[config.mk]
export PLATFORM = sky130hd
export DESIGN_NAME = mfp_ctrl
export DESIGN_NICKNAME = d
export VERILOG_FILES = /design/src/rtl/cmp_channel.v /design/src/rtl/mfp_ctrl.v
export VERILOG_INCLUDE_DIRS = /design/src /design/src/rtl
export SDC_FILE = /design/constraint.sdc
export NUM_CORES = 1
export LEC_CHECK = 0
export ABC_AREA = 1
export BUFFER_PORTS_ARGS = -buffer_cell sky130_fd_sc_hd__buf_2
export CORE_ASPECT_RATIO = 1.2
export CORE_MARGIN = 1.5
export CORE_UTILIZATION = 55
export CTS_CLUSTER_SIZE = 14
export DETAILED_ROUTE_END_ITERATION = 10
export GPL_ROUTABILITY_DRIVEN = 0
export PLACE_DENSITY = 0.83
export SYNTH_ARGS = -nofsm -noshare
export SYNTH_HDL_FRONTEND = slang
export SYNTH_SLANG_ARGS = --single-unit
[constraint.sdc]
create_clock -name mclk -period 3.54 [get_ports mclk]
set_input_delay 0.708 -clock mclk [delete_from_list [all_inputs] [get_ports mclk]]
set_output_delay 0.708 -clock mclk [all_outputs]
set_load 0.01 [all_outputs]
[src/rtl/mfp_consts.vh]
/*
  Constants for the multi-function port control block: register indexes,
  field positions, reset values and timing figures.
  Assumes it is included by bare name from files under rtl/.
*/
`ifndef MFP_CONSTS_VH
`define MFP_CONSTS_VH

// ==========================================================
// Register indexes on the serial register port
`define REG_CONV_CTRL 5'h0b
`define REG_CONV_RESULT 5'h0c
`define REG_IRQ_MASK 5'h0d
`define REG_IRQ_REQUEST 5'h0e
`define REG_CMP_ENABLE 5'h0f
`define REG_CMP_INTERVAL 5'h10

// ==========================================================
// Converter control fields
`define CONV_OVF_BIT 5
`define CONV_RDY_BIT 4
`define CONV_LAUNCH_BIT 3
`define CONV_ON_BIT 2
`define CONV_SRC_HI 1
`define CONV_SRC_LO 0

// ==========================================================
// Interrupt request and mask fields
`define IRQ_UNDERVOLT_BIT 7
`define IRQ_UNKNOWN_CMD_BIT 6
`define IRQ_PARITY_BIT 5
`define IRQ_CONV_DONE_BIT 4
`define IRQ_CMP_HI 3
`define IRQ_CMP_LO 0

// ==========================================================
// Comparator enable register fields
`define CMP_ON_HI 3
`define CMP_ON_LO 0
`define CMP_DGL_HI 7
`define CMP_DGL_LO 4

// ==========================================================
// Reset values
`define RST_BYTE 8'h00
`define RST_NIBBLE 4'h0
`define RST_SRC 2'h0

// ==========================================================
// Timing
`define CLK_PERIOD_NS 100
`define FAST_SAMPLE_NS 1000
`define SLOW_BASE_MS 1
`define NS_PER_MS 1000000
`define DGL_SAMPLES 3'h4
`define DGL_CNT_W 3

`endif

[src/rtl/cmp_channel.v]
/*
  One comparator channel: deglitch on four equal samples, edge detection
  in the chosen direction, and a trip flag held until the enable drops.
  Assumes the comparator input is already synchronised to mclk and that
  sample_tick is a one-cycle pulse on mclk.
*/
`timescale 1ns/1ps
`default_nettype none
`include "mfp_consts.vh"

module cmp_channel (
  input wire mclk,
  input wire rstn,
  input wire enable,
  input wire rising,
  input wire sample_tick,
  input wire cmp_level,
  output wire tripped
);

  reg stable_q, stable_d;
  reg known_q, known_d;
  reg [`DGL_CNT_W-1:0] count_q, count_d;
  reg trip_q, trip_d;

  // ==========================================================
  // Deglitch and edge detect
  always @* begin
    stable_d = stable_q;
    known_d = known_q;
    count_d = count_q;
    trip_d = trip_q;
    if (!enable) begin
      known_d = 1'b0;
      count_d = {`DGL_CNT_W{1'b0}};
      trip_d = 1'b0;
    end else if (sample_tick) begin
      if (!known_q) begin
        // First sample after arming sets the reference state
        stable_d = cmp_level;
        known_d = 1'b1;
      end else if (cmp_level == stable_q) begin
        count_d = {`DGL_CNT_W{1'b0}};
      end else if (count_q == `DGL_SAMPLES - 3'h1) begin
        stable_d = cmp_level;
        count_d = {`DGL_CNT_W{1'b0}};
        if (cmp_level == rising) begin
          trip_d = 1'b1;
        end
      end else begin
        count_d = count_q + 3'h1;
      end
    end
  end

  always @(posedge mclk) begin
    if (!rstn) begin
      stable_q <= 1'b0;
      known_q <= 1'b0;
      count_q <= {`DGL_CNT_W{1'b0}};
      trip_q <= 1'b0;
    end else begin
      stable_q <= stable_d;
      known_q <= known_d;
      count_q <= count_d;
      trip_q <= trip_d;
    end
  end

  assign tripped = trip_q;

endmodule

`default_nettype wire

[src/rtl/mfp_ctrl.v]
/*
  Multi-function port control: single conversions, four deglitched edge
  comparators, interrupt request and mask with an active-low request pin.
  Assumes a serial link controller on mclk presents register accesses,
  a converter macro on mclk answers launches with a done pulse, and
  comparator and under-voltage levels arrive asynchronously.
*/
`timescale 1ns/1ps
`default_nettype none
`include "mfp_consts.vh"

module mfp_ctrl #(
  parameter integer SLOW_CYCLES = (`SLOW_BASE_MS * `NS_PER_MS) / `CLK_PERIOD_NS
) (
  input wire mclk,
  input wire rstn,
  input wire [4:0] reg_addr,
  input wire reg_wr,
  input wire reg_rd,
  input wire [7:0] reg_wdata,
  output wire [7:0] reg_rdata,
  input wire [3:0] crossing_direction,
  input wire [3:0] multi_function_pin,
  input wire output_undervolt,
  input wire unknown_command,
  input wire link_parity_error,
  output wire converter_on,
  output wire [1:0] conv_source,
  output wire conv_launch,
  input wire conv_done,
  input wire conv_over_range,
  input wire [7:0] conv_data,
  output wire irq_n
);

  localparam integer FAST_CYCLES = `FAST_SAMPLE_NS / `CLK_PERIOD_NS;
  localparam [1:0] ST_IDLE = 2'h0;
  localparam [1:0] ST_BUSY = 2'h1;

  // ==========================================================
  // Input synchronisers
  reg [3:0] pin_meta_q;
  reg [3:0] pin_sync_q;
  reg uv_meta_q;
  reg uv_sync_q;

  always @(posedge mclk) begin
    if (!rstn) begin
      pin_meta_q <= `RST_NIBBLE;
      pin_sync_q <= `RST_NIBBLE;
      uv_meta_q <= 1'b0;
      uv_sync_q <= 1'b0;
    end else begin
      pin_meta_q <= multi_function_pin;
      pin_sync_q <= pin_meta_q;
      uv_meta_q <= output_undervolt;
      uv_sync_q <= uv_meta_q;
    end
  end

  // ==========================================================
  // Registers written by software
  reg launch_q;
  reg conv_on_q;
  reg [1:0] src_q;
  reg [7:0] mask_q;
  reg [3:0] cmp_on_q;
  reg [3:0] cmp_dgl_q;
  reg [7:0] interval_q;

  wire wr_ctrl = reg_wr && (reg_addr == `REG_CONV_CTRL);
  wire wr_mask = reg_wr && (reg_addr == `REG_IRQ_MASK);
  wire wr_cmp = reg_wr && (reg_addr == `REG_CMP_ENABLE);
  wire wr_int = reg_wr && (reg_addr == `REG_CMP_INTERVAL);

  // Launch edge: start bit written 1 while it held 0
  wire launch_edge = wr_ctrl && reg_wdata[`CONV_LAUNCH_BIT] && !launch_q;

  always @(posedge mclk) begin
    if (!rstn) begin
      launch_q <= 1'b0;
      conv_on_q <= 1'b0;
      src_q <= `RST_SRC;
      mask_q <= `RST_BYTE;
      cmp_on_q <= `RST_NIBBLE;
      cmp_dgl_q <= `RST_NIBBLE;
      interval_q <= `RST_BYTE;
    end else begin
      if (wr_ctrl) begin
        launch_q <= reg_wdata[`CONV_LAUNCH_BIT];
        conv_on_q <= reg_wdata[`CONV_ON_BIT];
        src_q <= reg_wdata[`CONV_SRC_HI:`CONV_SRC_LO];
      end
      if (wr_mask) begin
        mask_q <= reg_wdata;
      end
      if (wr_cmp) begin
        cmp_on_q <= reg_wdata[`CMP_ON_HI:`CMP_ON_LO];
        cmp_dgl_q <= reg_wdata[`CMP_DGL_HI:`CMP_DGL_LO];
      end
      if (wr_int) begin
        interval_q <= reg_wdata;
      end
    end
  end

  // ==========================================================
  // Conversion sequencer
  reg [1:0] state_q, state_d;
  reg pulse_q, pulse_d;
  reg ovf_q, ovf_d;
  reg rdy_q, rdy_d;
  reg [7:0] result_q, result_d;
  reg done_evt;

  always @* begin
    state_d = state_q;
    pulse_d = 1'b0;
    ovf_d = ovf_q;
    rdy_d = rdy_q;
    result_d = result_q;
    done_evt = 1'b0;
    case (state_q)
      ST_IDLE: begin
        // A write that also clears the enable launches nothing
        if (launch_edge && conv_on_q && reg_wdata[`CONV_ON_BIT]) begin
          pulse_d = 1'b1;
          ovf_d = 1'b0;
          rdy_d = 1'b0;
          state_d = ST_BUSY;
        end
      end
      ST_BUSY: begin
        if (!conv_on_q) begin
          state_d = ST_IDLE;
        end else if (conv_done) begin
          result_d = conv_data;
          ovf_d = conv_over_range;
          rdy_d = 1'b1;
          done_evt = 1'b1;
          state_d = ST_IDLE;
        end
      end
      default: begin
        state_d = ST_IDLE;
      end
    endcase
  end

  always @(posedge mclk) begin
    if (!rstn) begin
      state_q <= ST_IDLE;
      pulse_q <= 1'b0;
      ovf_q <= 1'b0;
      rdy_q <= 1'b0;
      result_q <= `RST_BYTE;
    end else begin
      state_q <= state_d;
      pulse_q <= pulse_d;
      ovf_q <= ovf_d;
      rdy_q <= rdy_d;
      result_q <= result_d;
    end
  end

  // ==========================================================
  // Sample tick generation
  reg [15:0] fast_cnt_q;
  reg fast_tick_q;
  reg [31:0] slow_cnt_q;
  reg ms_tick_q;
  reg [2:0] ms_div_q;

  always @(posedge mclk) begin
    if (!rstn) begin
      fast_cnt_q <= 16'h0000;
      fast_tick_q <= 1'b0;
      slow_cnt_q <= 32'h00000000;
      ms_tick_q <= 1'b0;
      ms_div_q <= 3'h0;
    end else begin
      fast_tick_q <= 1'b0;
      ms_tick_q <= 1'b0;
      if (fast_cnt_q == FAST_CYCLES[15:0] - 16'h0001) begin
        fast_cnt_q <= 16'h0000;
        fast_tick_q <= 1'b1;
      end else begin
        fast_cnt_q <= fast_cnt_q + 16'h0001;
      end
      if (slow_cnt_q == SLOW_CYCLES[31:0] - 32'h00000001) begin
        slow_cnt_q <= 32'h00000000;
        ms_tick_q <= 1'b1;
      end else begin
        slow_cnt_q <= slow_cnt_q + 32'h00000001;
      end
      if (ms_tick_q) begin
        ms_div_q <= ms_div_q + 3'h1;
      end
    end
  end

  // Ticks every 1, 2, 4 and 8 ms
  wire [3:0] slow_tick;
  assign slow_tick[0] = ms_tick_q;
  assign slow_tick[1] = ms_tick_q && ms_div_q[0];
  assign slow_tick[2] = ms_tick_q && (ms_div_q[1:0] == 2'h3);
  assign slow_tick[3] = ms_tick_q && (ms_div_q == 3'h7);

  // ==========================================================
  // Comparator channels
  wire [3:0] trip;

  genvar gi;
  generate
    for (gi = 0; gi < 4; gi = gi + 1) begin : g_cmp
      wire [1:0] code = interval_q[2*gi+1:2*gi];
      wire tick = cmp_dgl_q[gi] ? slow_tick[code] : fast_tick_q;
      cmp_channel u_channel (
        .mclk(mclk),
        .rstn(rstn),
        .enable(cmp_on_q[gi]),
        .rising(crossing_direction[gi]),
        .sample_tick(tick),
        .cmp_level(pin_sync_q[gi]),
        .tripped(trip[gi])
      );
    end
  endgenerate

  // ==========================================================
  // Interrupt request register
  reg [7:5] evt_q, evt_d;
  reg done_req_q, done_req_d;
  reg irq_n_q;

  wire rd_req = reg_rd && (reg_addr == `REG_IRQ_REQUEST);
  wire [7:0] request = {evt_q, done_req_q, trip};

  // Reading the request register clears bits 7 to 4 but not the trips; a new event wins
  always @* begin
    evt_d = evt_q;
    done_req_d = done_req_q;
    if (rd_req) begin
      evt_d = 3'h0;
      done_req_d = 1'b0;
    end
    if (uv_sync_q) begin
      evt_d[`IRQ_UNDERVOLT_BIT] = 1'b1;
    end
    if (unknown_command) begin
      evt_d[`IRQ_UNKNOWN_CMD_BIT] = 1'b1;
    end
    if (link_parity_error) begin
      evt_d[`IRQ_PARITY_BIT] = 1'b1;
    end
    if (done_evt) begin
      done_req_d = 1'b1;
    end
  end

  always @(posedge mclk) begin
    if (!rstn) begin
      evt_q <= 3'h0;
      done_req_q <= 1'b0;
      irq_n_q <= 1'b1;
    end else begin
      evt_q <= evt_d;
      done_req_q <= done_req_d;
      irq_n_q <= ~|(request & mask_q);
    end
  end

  // ==========================================================
  // Register read
  reg [7:0] rdata_q;
  reg [7:0] rd_mux;

  always @* begin
    rd_mux = `RST_BYTE;
    if (reg_addr == `REG_CONV_CTRL) begin
      rd_mux[`CONV_OVF_BIT] = ovf_q;
      rd_mux[`CONV_RDY_BIT] = rdy_q;
      rd_mux[`CONV_LAUNCH_BIT] = launch_q;
      rd_mux[`CONV_ON_BIT] = conv_on_q;
      rd_mux[`CONV_SRC_HI:`CONV_SRC_LO] = src_q;
    end else if (reg_addr == `REG_CONV_RESULT) begin
      rd_mux = result_q;
    end else if (reg_addr == `REG_IRQ_MASK) begin
      rd_mux = mask_q;
    end else if (reg_addr == `REG_IRQ_REQUEST) begin
      rd_mux = request;
    end else if (reg_addr == `REG_CMP_ENABLE) begin
      rd_mux = {cmp_dgl_q, cmp_on_q};
    end else if (reg_addr == `REG_CMP_INTERVAL) begin
      rd_mux = interval_q;
    end
  end

  always @(posedge mclk) begin
    if (!rstn) begin
      rdata_q <= `RST_BYTE;
    end else if (reg_rd) begin
      rdata_q <= rd_mux;
    end
  end

  assign reg_rdata = rdata_q;
  assign converter_on = conv_on_q;
  assign conv_source = src_q;
  assign conv_launch = pulse_q;
  assign irq_n = irq_n_q;

endmodule

`default_nettype wire

==> implementation parameters <==
Parameter                              Value

Critical path
  Sort of element at the end of the critical path ... flip-flop
  CP startpoint kind ... flip-flop
  Cell-by-cell trace of the critical path ... ha_1 -> inv_2 -> nor2_4 -> inv_2 -> nor2_1 -> nand2_1 -> nor2_2 -> inv_2 -> nand2_4 -> nor2_1
  Class of the most critical setup path ... flip-flop to flip-flop
  Worst Path Max Fanout ... 17
  Most used cell along the critical path ... inv_2
  Worst path required time ... 3.85 ns
  Cell at the slowest stage of the critical path ... dfxtp_1
  Count of buffer and inverter cells on the critical path ... 3
  Slowest cell delay on critical path ... 0.43 ns
  Top delay family on crit path ... simple AND/OR/NAND/NOR gates
  Critical path data arrival time ... 2.14 ns

Timing
  Max_slew headroom ... 0.565
  Final setup vio count ... 0
  Final Hold Viols ... 0
  Share of the clock period used by the worst path ... 0.518
  Sum of negative setup slack ... 0 ns
  Hold_ws ... 0.411 ns
  Min Tclk post-route ... 1.83 ns
  RSZ-0062 raised after global routing ... no
  Fmax ... 546 MHz
  Clk_skew ... 0.00858 ns
  Slew Viols, Final ... 0
  Worst Tran Pin Value ... 0.651 ns

Pwr
  Ratio of total power to cell area ... 467 nW/um^2
  Internal power consumption ... 0.00293 W
  Switching power share of the total ... 0.208
  Power share of the sequential group ... 0.435
  Total design power ... 0.00370 W
  Relative contribution of the clock network to total power ... 0.526
  Net switching component of the power ... 0.000769 W
  Worst supply voltage drop on vdd ... 0.000367 V
  Part of the total power dissipated in combinational logic ... 0.039
  Leak ... 3.28 nW

Worst hold path
  Hold Path Class ... flip-flop to flip-flop

Yosys
  Synthesized cell area ... 6940 um^2
  Synth Net Count ... 1081
  Cell count after synthesis ... 1034
  Post-synth top area cell ... dfxtp_1
  Number of synthesized register bits ... 140
  Area share of the largest cell type after synthesis ... 0.404
  Distinct cells, synth ... 33
  Sequential-to-total area share from yosys stat ... 0.404
  Top cells by area, synth ... dfxtp_1 40%, nand2_1 13%, inv_1 8.2%
  Mean area per synthesized cell ... 6.72 um^2
  Count of warnings emitted by yosys ... 0

Detailed routing
  First-pass detailed-route iteration total ... 5
  Routed wire length ... 16200 um
  Count of vias placed by the detailed router ... 6613
  Number of remaining DRC errors ... 0
  Wire length per cell ... 12.9 um
  Average vias per placed instance ... 5.28
  Final ANT Viol Nets ... 0
  Iteration-0 DRC count of the detailed router ... 458

Final layout
  Total non-filler cell area in the finished layout ... 7920 um^2
  Number of nets in the finished design ... 1125
  Layout cell share with drive strength beyond 1 ... 0.103
  N_diodes ... 0
  Synth-to-layout area growth ... 14.0%
  Fraction of the core area covered by cells at the end of the flow ... 0.648
  Number of filler cells placed in the layout ... 1109

Clock tree
  TritonCTS clock tree ... yes
  Max Root-Sink Buffers ... 2
  Number of gates resized after CTS ... 0
  Post-CTS Repair Setup Buffers ... 0
  Clock latency on the worst-skew pair ... 0.43 ns
  Hold Buf Count CTS ... 0
  Clock sinks ... 140
  Clock transition time at the flip-flop clock pins of the worst setup and hold paths ... 0.06 ns
  CTS Buf Count ... 17
  Master cell of the clock root buffer ... clkbuf_16
  # H-tree levels ... 4

Global route
  Via count of the first global-routing pass ... 6233
  First-pass GRT wire length ... 27300 um
  Antenna violations before repair ... 0
  Pin count of the biggest net entering global routing ... 61
  Total routing usage reported by global routing ... 0.255
  Final global-route overflow total ... 0

Floorplan
  Number of I/O pins ... 51
  Die Ht ... 126 um
  Die area ... 13300 um^2
  Placeable core region ... 12200 um^2
  X dimension of the die ... 106 um
  Core Rows ... 44
  Initial core utilization ... 0.568

Placement
  Final HPWL DP ... 11600 um
  Placed cell areas ... 7250 um^2
  Number of buffer cells added on primary ports ... 50

Outcome
  Outcome ... completed

Flow run
  Number of violations of the max-capacitance limit ... 0
==> synthesized netlist by cell type <==
library cell and instances:
nand2_1 238, inv_1 152, nor2_1 144, dfxtp_1 140, nand3_1 84, a21oi_1 79, o21ai_0 51, nand4_1 33
clkbuf_1 13, xor2_1 12, ha_1 9, nand3b_1 9, nor2_2 9, o211ai_1 9, nor3_1 7, xnor2_1 7
buf_2 6, inv_2 6, nor2_4 6, buf_4 4, nand2_2 3, buf_6 2, a22o_1 1, a31oi_1 1
buf_12 1, clkinv_1 1, nand2_4 1, nand3_2 1, nand4_2 1, nand4_4 1, nor3b_1 1, o22ai_1 1
or2_2 1
==> power by group through the flow <==
stage | Sequential [W] | Clock (W) | Combinational (W)
floorplan | 0.00164 | 0 | 0.0000950
global placement | 0.00164 | 0 | 0.000139
detailed placement | 0.00164 | 0 | 0.000142
CTS | 0.00161 | 0.00198 | 0.000144
global route | 0.00161 | 0.00205 | 0.000162
finish | 0.00161 | 0.00195 | 0.000145
==> logic make-up (layout without fill, tap and decap cells) <==
group,after synthesis,in the layout,synth area share
buffers and inverters,185,242,0.108
DFF,140,140,0.404
and+or+nand+nor,539,539,0.342
xor gates and xnor gates,19,19,0.0240
AOI/OAI and AO/OA,142,142,0.106
adders and majority gates,9,9,0.0162
==> registers in the layout (all words and copies together) (netlist names), 8 cells and up <==
name,flops
g_cmp.u_channel.count_q,12
interval_q,8
result_q,8
reg_rdata,8
mask_q,8
fast_cnt_q,16
slow_cnt_q,32
==> metrics by stage <==
stage	setup WS (ns)	std cells
final	1.71	1252
after global routing	1.52	1252
after CTS	1.69	1252
after detailed placement	1.27	1220
after global placement	1.33	1220
after floorplan	1.82	1034
==> per-layer routing <==
| metal | wire, um | vias to the layer above | track usage |
|---|---|---|---|
| met5 | 0 | - | 0 |
| met4 | 626 | 0 | 0.129 |
| met1 | 6650 | 2963 | 0.286 |
| met2 | 7970 | 197 | 0.444 |
| li1 | - | 3393 | - |
| met3 | 920 | 60 | 0.0663 |
==> final timing paths <==
check | slack [ns] | from | depth (start not counted) | end
max | 1.71 | slow_cnt_q[0]$_SDFF_PP0_ | 10 | slow_cnt_q[5]$_SDFF_PP0_
min | 0.41 | pin_meta_q[0]$_SDFF_PN0_ | 2 | pin_sync_q[0]$_SDFF_PN0_
max reg2reg | 1.71 | slow_cnt_q[0]$_SDFF_PP0_ | 10 | slow_cnt_q[5]$_SDFF_PP0_
min reg2reg | 0.41 | pin_meta_q[0]$_SDFF_PN0_ | 2 | pin_sync_q[0]$_SDFF_PN0_
==> worst reg2reg max path, stage by stage (launching register included) <==
cell and delay (ns):
dfxtp_1 0.43, ha_1 0.26, inv_2 0.07, nor2_4 0.21, inv_2 0.06, nor2_1 0.10
nand2_1 0.07, nor2_2 0.17, inv_2 0.07, nand2_4 0.19, nor2_1 0.08
==> placed cells by master, fill, tap and decap left out, types with 2 or more instances in the layout <==
| cell type | count |
|---|---|
| o211ai_1 | 9 |
| nor3_1 | 7 |
| nand3b_1 | 9 |
| a21oi_1 | 79 |
| nand4_1 | 33 |
| bufinv_16 | 4 |
| clkinv_2 | 2 |
| buf_2 | 50 |
| nand2_2 | 3 |
| dfxtp_1 | 140 |
| nor2_4 | 6 |
| xnor2_1 | 7 |
| nand3_1 | 84 |
| nor2_1 | 144 |
| clkbuf_16 | 17 |
| inv_2 | 6 |
| o21ai_0 | 51 |
| xor2_1 | 12 |
| nor2_2 | 9 |
| ha_1 | 9 |
| clkbuf_8 | 6 |
| inv_1 | 152 |
| clkinv_4 | 3 |
| nand2_1 | 238 |
==> area by class of cell <==
| cell class | count | area, um^2 | area share |
|---|---|---|---|
| Clock inverter | 9 | 156 | 0.0198 |
| Sequential cell | 140 | 2800 | 0.354 |
| Tap cell | 161 | 201 | 0.0254 |
| Clock buffer | 23 | 508 | 0.0642 |
| Timing Repair Buffer | 51 | 258 | 0.0326 |
| Multi-Input combinational cell | 709 | 3390 | 0.429 |
| Inverter | 159 | 597 | 0.0754 |
(Power assumes the default switching activity.)
